<file path="src/port_mux_pkg.sv">
// Shared constants for the port pin override multiplexer.
// Assumes a single 50 MHz I/O clock and a 32-bit APB register bus.
package port_mux_pkg;

    // ------------------------------------------------------------
    // Port geometry
    // ------------------------------------------------------------
    localparam int NUM_PINS = 4;
    localparam int APB_AW = 32;
    localparam int APB_DW = 32;

    // ------------------------------------------------------------
    // Register byte offsets
    // ------------------------------------------------------------
    localparam logic [APB_AW-1:0] PULLUP_REG_OFS = 32'h0000_0000;
    localparam logic [APB_AW-1:0] DIRECTION_REG_OFS = 32'h0000_0004;
    localparam logic [APB_AW-1:0] LATCH_REG_OFS = 32'h0000_0008;
    localparam logic [APB_AW-1:0] INPUT_REG_OFS = 32'h0000_000C;

    // ------------------------------------------------------------
    // Reset values and read fill
    // ------------------------------------------------------------
    localparam logic [NUM_PINS-1:0] PIN_REG_RST = 4'h0;
    localparam logic [APB_DW-1:0] RDATA_ZERO = 32'h0000_0000;
    localparam int SYNC_STAGES = 2;

endpackage

</file>
<file path="src/pin_ovr_if.sv">
// Override bundle for one pin, from the alternate-function logic to the mux.
// Assumes the alternate-function module drives every member each cycle.
`timescale 1ns/1ps
interface pin_ovr_if;
    logic pullup_override_sel;
    logic pullup_override_val;
    logic direction_override_sel;
    logic direction_override_val;
    logic value_override_sel;
    logic value_override_val;
    logic input_enable_override_sel;
    logic input_enable_override_val;

    modport source (
        output pullup_override_sel,
        output pullup_override_val,
        output direction_override_sel,
        output direction_override_val,
        output value_override_sel,
        output value_override_val,
        output input_enable_override_sel,
        output input_enable_override_val
    );

    modport mux (
        input pullup_override_sel,
        input pullup_override_val,
        input direction_override_sel,
        input direction_override_val,
        input value_override_sel,
        input value_override_val,
        input input_enable_override_sel,
        input input_enable_override_val
    );
endinterface

</file>
<file path="src/port_pin_override_mux.sv">
// Port block: pin registers on APB, per-pin override muxes, pad controls.
// Assumes APB and all override sources run on sys_clk_i; pads are outside.
//
// What this block does
// - Pull-up follows the override value while its override select is high.
// - Without pull-up override, pull-up follows the pin pull-up register bit.
// - Driver enable follows the direction override value while its select is high.
// - Without direction override, driver enable follows the pin direction bit.
// - Driven pin takes the value override when its select is high.
// - Driven pin takes the output latch bit when no value override.
// - Toggle override high inverts the pin output latch bit.
// - Input enable follows its override value regardless of sleep state.
// - Without input override, input enable comes from chip sleep state.
// - Alternate functions get the unsynchronised Schmitt output; they synchronise it.
// - Analog line of each pin is tied straight to the pad.
// - Register strobes shared per port; clock and sleep shared; rest per pin.
// - Sleep clamp forces digital inputs low in deep sleep unless overridden.
// - Writing one to an input register bit toggles that output latch bit.
// - All pins go high impedance as soon as reset is active.
`timescale 1ns/1ps
module port_pin_override_mux (
    // Clock and reset
    input wire logic sys_clk_i,
    input wire logic rstn_i,
    // APB slave
    input wire logic psel_i,
    input wire logic penable_i,
    input wire logic pwrite_i,
    input wire logic [port_mux_pkg::APB_AW-1:0] paddr_i,
    input wire logic [port_mux_pkg::APB_DW-1:0] pwdata_i,
    input wire logic [3:0] pstrb_i,
    output logic [port_mux_pkg::APB_DW-1:0] prdata_o,
    output logic pready_o,
    output logic pslverr_o,
    // Sleep controller clamp
    input wire logic sleep_i,
    // Alternate-function overrides, one bit per pin
    input wire logic [port_mux_pkg::NUM_PINS-1:0] pullup_override_sel_i,
    input wire logic [port_mux_pkg::NUM_PINS-1:0] pullup_override_val_i,
    input wire logic [port_mux_pkg::NUM_PINS-1:0] direction_override_sel_i,
    input wire logic [port_mux_pkg::NUM_PINS-1:0] direction_override_val_i,
    input wire logic [port_mux_pkg::NUM_PINS-1:0] value_override_sel_i,
    input wire logic [port_mux_pkg::NUM_PINS-1:0] value_override_val_i,
    input wire logic [port_mux_pkg::NUM_PINS-1:0] latch_toggle_override_i,
    input wire logic [port_mux_pkg::NUM_PINS-1:0] input_enable_override_sel_i,
    input wire logic [port_mux_pkg::NUM_PINS-1:0] input_enable_override_val_i,
    // Taps to alternate functions
    output logic [port_mux_pkg::NUM_PINS-1:0] alternate_function_input_tap_o,
    output logic [port_mux_pkg::NUM_PINS-1:0] analog_pad_link_o,
    // Pads
    input wire logic [port_mux_pkg::NUM_PINS-1:0] pad_i,
    output logic [port_mux_pkg::NUM_PINS-1:0] pad_o,
    output logic [port_mux_pkg::NUM_PINS-1:0] pad_oe_n_o,
    output logic [port_mux_pkg::NUM_PINS-1:0] pullup_en_o
);

    localparam int N = port_mux_pkg::NUM_PINS;

    // ------------------------------------------------------------
    // Register state
    // ------------------------------------------------------------
    logic [N-1:0] pin_pullup_bit_r;
    logic [N-1:0] pin_direction_bit_r;
    logic [N-1:0] pin_output_latch_bit_r;
    logic [N-1:0] pin_output_latch_bit_nxt;
    logic [N-1:0] pin_input_bit;
    logic [port_mux_pkg::APB_DW-1:0] prdata_r;
    logic [port_mux_pkg::APB_DW-1:0] rdata_nxt;

    // Per-pin results of the override muxes.
    logic [N-1:0] drive_en;
    logic [N-1:0] drive_val;
    logic [N-1:0] pullup_sel;
    logic [N-1:0] input_en;
    logic [N-1:0] tap;

    // ------------------------------------------------------------
    // APB decode
    // ------------------------------------------------------------
    logic access;
    logic setup;
    logic hit_pullup;
    logic hit_direction;
    logic hit_latch;
    logic hit_input;
    logic addr_hit;
    logic lane0;
    logic pullup_reg_write_strobe;
    logic direction_reg_write_strobe;
    logic latch_reg_write_strobe;
    logic input_reg_write_strobe;
    logic [N-1:0] wdata;

    assign access = psel_i & penable_i;
    assign setup = psel_i & ~penable_i;
    assign hit_pullup = (paddr_i == port_mux_pkg::PULLUP_REG_OFS);
    assign hit_direction = (paddr_i == port_mux_pkg::DIRECTION_REG_OFS);
    assign hit_latch = (paddr_i == port_mux_pkg::LATCH_REG_OFS);
    assign hit_input = (paddr_i == port_mux_pkg::INPUT_REG_OFS);
    assign addr_hit = hit_pullup | hit_direction | hit_latch | hit_input;
    // Pin bits sit in byte lane 0, so only that strobe matters.
    assign lane0 = pstrb_i[0];
    assign wdata = pwdata_i[N-1:0];

    // One strobe per register, shared by every pin of the port.
    assign pullup_reg_write_strobe = access & pwrite_i & hit_pullup & lane0;
    assign direction_reg_write_strobe = access & pwrite_i & hit_direction & lane0;
    assign latch_reg_write_strobe = access & pwrite_i & hit_latch & lane0;
    assign input_reg_write_strobe = access & pwrite_i & hit_input & lane0;

    // Zero wait states; unmapped addresses answer with an error.
    assign pready_o = 1'b1;
    assign pslverr_o = access & ~addr_hit;
    assign prdata_o = prdata_r;

    // ------------------------------------------------------------
    // Read data
    // ------------------------------------------------------------
    always_comb begin
        rdata_nxt = port_mux_pkg::RDATA_ZERO;
        if (hit_pullup) begin
            rdata_nxt[N-1:0] = pin_pullup_bit_r;
        end else if (hit_direction) begin
            rdata_nxt[N-1:0] = pin_direction_bit_r;
        end else if (hit_latch) begin
            rdata_nxt[N-1:0] = pin_output_latch_bit_r;
        end else if (hit_input) begin
            rdata_nxt[N-1:0] = pin_input_bit;
        end else begin
            rdata_nxt = port_mux_pkg::RDATA_ZERO;
        end
    end

    // Captured in the setup cycle so the data stands through the access phase.
    always_ff @(posedge sys_clk_i) begin
        if (!rstn_i) begin
            prdata_r <= port_mux_pkg::RDATA_ZERO;
        end else if (setup & ~pwrite_i) begin
            prdata_r <= rdata_nxt;
        end
    end

    // ------------------------------------------------------------
    // Pull-up and direction registers
    // ------------------------------------------------------------
    always_ff @(posedge sys_clk_i) begin
        if (!rstn_i) begin
            pin_pullup_bit_r <= port_mux_pkg::PIN_REG_RST;
        end else if (pullup_reg_write_strobe) begin
            pin_pullup_bit_r <= wdata;
        end
    end

    always_ff @(posedge sys_clk_i) begin
        if (!rstn_i) begin
            pin_direction_bit_r <= port_mux_pkg::PIN_REG_RST;
        end else if (direction_reg_write_strobe) begin
            pin_direction_bit_r <= wdata;
        end
    end

    // ------------------------------------------------------------
    // Output latch with toggle paths
    // ------------------------------------------------------------
    // A plain write lands first; both toggle sources then flip on top of it,
    // so a toggle arriving with a write is never lost.
    always_comb begin
        pin_output_latch_bit_nxt = pin_output_latch_bit_r;
        if (latch_reg_write_strobe) begin
            pin_output_latch_bit_nxt = wdata;
        end
        if (input_reg_write_strobe) begin
            pin_output_latch_bit_nxt = pin_output_latch_bit_nxt ^ wdata;
        end
        pin_output_latch_bit_nxt = pin_output_latch_bit_nxt ^ latch_toggle_override_i;
    end

    always_ff @(posedge sys_clk_i) begin
        if (!rstn_i) begin
            pin_output_latch_bit_r <= port_mux_pkg::PIN_REG_RST;
        end else begin
            pin_output_latch_bit_r <= pin_output_latch_bit_nxt;
        end
    end

    // ------------------------------------------------------------
    // Per-pin override muxes
    // ------------------------------------------------------------
    // Alternate-function modules own the select lines; unused pins hold them low.
    for (genvar g = 0; g < N; g++) begin : g_pin
        pin_ovr_if ovr ();

        assign ovr.pullup_override_sel = pullup_override_sel_i[g];
        assign ovr.pullup_override_val = pullup_override_val_i[g];
        assign ovr.direction_override_sel = direction_override_sel_i[g];
        assign ovr.direction_override_val = direction_override_val_i[g];
        assign ovr.value_override_sel = value_override_sel_i[g];
        assign ovr.value_override_val = value_override_val_i[g];
        assign ovr.input_enable_override_sel = input_enable_override_sel_i[g];
        assign ovr.input_enable_override_val = input_enable_override_val_i[g];

        pin_override_mux u_mux (
            .pin_direction_bit_i(pin_direction_bit_r[g]),
            .pin_output_latch_bit_i(pin_output_latch_bit_r[g]),
            .pin_pullup_bit_i(pin_pullup_bit_r[g]),
            .sleep_i(sleep_i),
            .pad_level_i(pad_i[g]),
            .ovr(ovr.mux),
            .drive_en_o(drive_en[g]),
            .drive_val_o(drive_val[g]),
            .pullup_en_o(pullup_sel[g]),
            .input_en_o(input_en[g]),
            .tap_o(tap[g])
        );
    end

    // ------------------------------------------------------------
    // Input register synchroniser
    // ------------------------------------------------------------
    level_sync #(
        .WIDTH(N)
    ) u_pin_sync (
        .sys_clk_i(sys_clk_i),
        .rstn_i(rstn_i),
        .d_i(tap),
        .q_o(pin_input_bit)
    );

    // ------------------------------------------------------------
    // Pad drive
    // ------------------------------------------------------------
    // Reset gates the driver and pull-up without waiting for a clock edge.
    assign pad_oe_n_o = ~(drive_en & {N{rstn_i}});
    assign pad_o = drive_val & {N{rstn_i}};
    assign pullup_en_o = pullup_sel & {N{rstn_i}};
    assign alternate_function_input_tap_o = tap;
    assign analog_pad_link_o = pad_i;
endmodule

</file>
<file path="src/level_sync.sv">
// Two-stage level synchroniser for a bus of independent bits.
// Assumes each bit is a slow level; no bus coherence is implied.
`timescale 1ns/1ps
module level_sync #(
    parameter int WIDTH = 1
) (
    // Clock and reset
    input wire logic sys_clk_i,
    input wire logic rstn_i,
    // Data
    input wire logic [WIDTH-1:0] d_i,
    output logic [WIDTH-1:0] q_o
);

    logic [WIDTH-1:0] stage1_r;

    // The first stage feeds only the second; nothing else may look at it.
    always_ff @(posedge sys_clk_i) begin
        if (!rstn_i) begin
            stage1_r <= '0;
            q_o <= '0;
        end else begin
            stage1_r <= d_i;
            q_o <= stage1_r;
        end
    end

endmodule

</file>
<file path="src/pin_override_mux.sv">
// Combinational override mux for one port pin.
// Assumes register bits come from flops on the I/O clock.
`timescale 1ns/1ps
module pin_override_mux (
    // Register bits and chip state
    input wire logic pin_direction_bit_i,
    input wire logic pin_output_latch_bit_i,
    input wire logic pin_pullup_bit_i,
    input wire logic sleep_i,
    // Pad level after the Schmitt trigger
    input wire logic pad_level_i,
    // Alternate-function overrides
    pin_ovr_if.mux ovr,
    // Final pin controls
    output logic drive_en_o,
    output logic drive_val_o,
    output logic pullup_en_o,
    output logic input_en_o,
    output logic tap_o
);

    always_comb begin
        if (ovr.pullup_override_sel) begin
            pullup_en_o = ovr.pullup_override_val;
        end else begin
            pullup_en_o = pin_pullup_bit_i;
        end
        if (ovr.direction_override_sel) begin
            drive_en_o = ovr.direction_override_val;
        end else begin
            drive_en_o = pin_direction_bit_i;
        end
        // The value is gated with the driver so an undriven pad shows a quiet low.
        if (ovr.value_override_sel) begin
            drive_val_o = drive_en_o & ovr.value_override_val;
        end else begin
            drive_val_o = drive_en_o & pin_output_latch_bit_i;
        end
        if (ovr.input_enable_override_sel) begin
            input_en_o = ovr.input_enable_override_val;
        end else begin
            input_en_o = ~sleep_i;
        end
        // Clamped input reads low; the tap is taken ahead of any synchroniser.
        tap_o = pad_level_i & input_en_o;
    end

endmodule

</file>
<file path="config.mk">
export PLATFORM = sky130hd
export DESIGN_NAME = port_pin_override_mux
export DESIGN_NICKNAME = d
export VERILOG_FILES = /design/src/port_mux_pkg.sv /design/src/pin_ovr_if.sv /design/src/port_pin_override_mux.sv /design/src/level_sync.sv /design/src/pin_override_mux.sv
export SDC_FILE = /design/constraint.sdc
export NUM_CORES = 1
export LEC_CHECK = 0
export ABC_CLOCK_PERIOD_IN_PS = 1500
export BUFFER_PORTS_ARGS = -buffer_cell sky130_fd_sc_hd__clkbuf_2
export CORE_MARGIN = 2
export CORE_UTILIZATION = 33
export DETAILED_ROUTE_END_ITERATION = 6
export HOLD_SLACK_MARGIN = 0.1
export PLACE_DENSITY = 0.74
export REMOVE_ABC_BUFFERS = 1
export SYNTH_ARGS = -nofsm -noshare
export SYNTH_HDL_FRONTEND = slang
export SYNTH_SLANG_ARGS = --single-unit
</file>
<file path="constraint.sdc">
create_clock -name sys_clk_i -period 1.5 [get_ports sys_clk_i]
set_input_delay 0 -clock sys_clk_i [delete_from_list [all_inputs] [get_ports sys_clk_i]]
set_output_delay 0 -clock sys_clk_i [all_outputs]
set_load 0.05 [all_outputs]
</file>
==> qor.yml <==
status:
  outcome: "finished clean"
layout:
  layout-drive-gt1-share_pct: 42.9
  n_antenna_cell: 0
  syn_to_final_growth_pct: 43.8
  fin_cells: 396
  num-fill-cells: 500
  fin_util_pct: 49.6
  finalNetCount: 442
synth:
  syn_avg_cell_area_um2: 8.57
  ys_types: 31
  syn_area_um2: 1780
  ys_ff_latch: 24
  synth_edf_count: 0
  yosysWarnings: 0
  synthArstFlopShare_pct: 0
  ys_seq_area_share_pct: 26.9
  synth_cells: 208
  synth_top_flop_cell: "dfxtp_1"
routing:
  drt_pass1_iterations: 4
  drc: 0
  wl_per_cell_um: 11.6
  viasPerCell: 4.50
  postRouteAntennaNets: 0
  drt-total-wl_mm: 4.60
  vias: 1783
  drt-initial-drc-count: 103
placed_design:
  io_buffer_count: 107
  placed_cells_incl_taps: 380
  dpl.hpwl_mm: 3.68
  gp_congestion: 0.847
die:
  die_height_um: 77.5
  pin_count: 168
  die-width_um: 77.5
  rows: 26
  core-area_um2: 5170
  die-area_um2: 6010
  initial_core_util_pct: 34.5
hold_path:
  worst_hold_path_type: "primary input to flop"
  min_from: "input_enable_override_val_i[2]"
  hold_depth: 4
  hold_end: "u_pin_sync.stage1_r[2]$_SDFF_PN0_"
critical_path:
  required_ps: 1690
  r2r_slack_ps: 130
  critPathSlowestCell: "or4_4"
  crit_type: "primary input to flop"
  r2r-end: "pin_output_latch_bit_r[2]$_SDFF_PN0_"
  r2r-start: "pin_output_latch_bit_r[2]$_SDFF_PN0_"
  timing.critical_path.cells: "dlygate4sd3_1, buf_2, nor2b_1, or4_4, a32oi_2, mux2i_1"
  path_max_fanout: 4
  critPathCaptureType: "flop"
  worstRegToRegCells: 4
  max_stage_delay_ps: 530
  cp-start-kind: "primary input"
  arrival_ps: 1650
timing:
  slew_viol_final: 0
  layout_min_cycle_time_ps: 1460
  finalSetupViolCount: 0
  hold_viol: 0
  rsz0062_at_grt: "true"
  period_share_pct: 97.1
  finalClockSkew_ps: 7.36
  max_freq_mhz: 687
clocking:
  cts_buffers: 3
  clk_path_buf_depth: 2
  cts_tree: "done"
  clkSinkCount: 24
  clkTransAtPathRegs_ps: 70
  clock_latency_ps: 270
  cts_root_buf: "clkbuf_8"
  htreeDepth: 1
  postCtsSetupBuffers: 0
global_routing:
  globalRouteTotalUtil_pct: 14.9
  grt_max_degree: 25
  grt_pass1_vias: 1684
  grt.overflow.total: 0
  grt_pass1_wl_mm: 7.43
  antenna_found_initial: 0
pwr:
  ir_worst_vdd_uv: 329
  power_leakage_nw: 1.25
  p_per_area_nw_per_um2: 638
flow_run:
  max-cap-violations: 0
layout make-up:
class | count | area (um2) | area share [%]
Inverter | 1 | 3.75 | 0.146
Timing Repair Buffer | 133 | 776 | 30.3
Tap cell | 70 | 87.6 | 3.42
Sequential cell | 24 | 480 | 18.7
Clock buffer | 3 | 41.3 | 1.61
Multi-Input combinational cell | 165 | 1170 | 45.8
layer usage:
metal	vias up	wire length, um	track usage [%]
met5	-	0	0
met4	0	48	2.68
met3	8	318	3.49
met2	81	2440	28.6
met1	789	1790	16.8
li1	905	-	-
layout by cell type, fill, tap and decap left out, types with 2 or more instances in the layout:
cell type and n:
nor4_4 7, dlygate4sd3_1 14, a32oi_1 2, mux2i_1 24
o21ai_0 4, nand2b_1 5, a21oi_1 4, nor2_1 10
and3_1 5, clkbuf_2 104, mux2_2 4, conb_1 29
buf_2 2, and2_1 8, nor2b_1 12, clkbuf_8 3
buf_4 11, or4_1 7, nand2_1 26, dfxtp_1 24
buf_6 2, a32o_1 4
cell usage after synthesis (2+ instances only):
library cell | number | area share (%)
conb_1 | 2 | 0.42
nor4_2 | 8 | 5.6
or4_1 | 8 | 3.4
nand4_2 | 2 | 1.4
clkbuf_1 | 6 | 1.3
a21oi_1 | 4 | 1.1
and2_1 | 8 | 2.8
o21ai_0 | 4 | 1.1
mux2i_1 | 24 | 13
nand2_1 | 26 | 5.5
nor2_1 | 10 | 2.1
dfxtp_1 | 24 | 27
buf_4 | 37 | 16
nand2b_1 | 5 | 1.8
nor2b_1 | 12 | 4.2
mux2_2 | 4 | 2.5
a32oi_1 | 3 | 1.5
a32o_1 | 4 | 2.2
and3_1 | 5 | 1.8
worst max path at each step:
stage                startpoint                                   end
floorplan           paddr_i[18]              prdata_o[0]$_SDFFE_PN0P_
global placement     paddr_i[1]  pin_output_latch_bit_r[0]$_SDFF_PN0_
detailed placement   paddr_i[0]              prdata_o[2]$_SDFFE_PN0P_
CTS                  paddr_i[1]  pin_output_latch_bit_r[0]$_SDFF_PN0_
global route        paddr_i[22]  pin_output_latch_bit_r[2]$_SDFF_PN0_
finish              pwdata_i[0]  pin_output_latch_bit_r[0]$_SDFF_PN0_
worst max-delay path, delay by kind of cell:
kind            cells  cell delay, ps
mux                 1             190
simple gates        2             600
buf+inv             2             670
compound gates      1             190
through the flow:
stage / hold WS (ps) / setup WS (ps) / area, um2 / total power [mW] / TNS [ps]
CTS: 113 / 0.904 / 2480 / 1.63 / 0
detailed placement: 259 / -272 / 2300 / 1.23 / -3240
finish: 122 / 44.0 / 2560 / 1.64 / 0
floorplan: 0 / -83.7 / 1580 / 1.00 / -473
global route: 178 / -5.97 / 2560 / 1.72 / -5.97
global placement: 248 / -229 / 2300 / 1.22 / -2280
report_power, final:
| part | switching (mW) | internal [mW] | total (mW) |
|---|---|---|---|
| clock network | 0.196 | 0.180 | 0.376 |
| registers | 0.0114 | 0.653 | 0.665 |
| logic | 0.402 | 0.194 | 0.596 |
state kept, by name, summed over array words and instances, names as in the netlist:
name / cells
prdata_o: 4
u_pin_sync.q_o: 4
pin_output_latch_bit_r: 4
pin_pullup_bit_r: 4
pin_direction_bit_r: 4
u_pin_sync.stage1_r: 4
cell families after synthesis:
kind of cell | after synthesis | synth area share [%]
other | 2 | 0.421
flip-flops | 24 | 26.9
buffers and inverters | 46 | 17.5
multiplexers | 28 | 16.0
AO/OA/AOI/OAI | 18 | 7.44
AND/OR/NAND/NOR | 90 | 31.6
repair_timing:
action / 4_1_cts / 5_1_grt
cloned: 0 / 0
gates resized for setup: 1 / 14
hold endpoints to repair: 16 / 0
hold buffers: 14 / 0
endpoints found under the setup margin: 1 / 12
pin swaps: 0 / 7
Note: power is estimated with default switching activity, not from simulation.
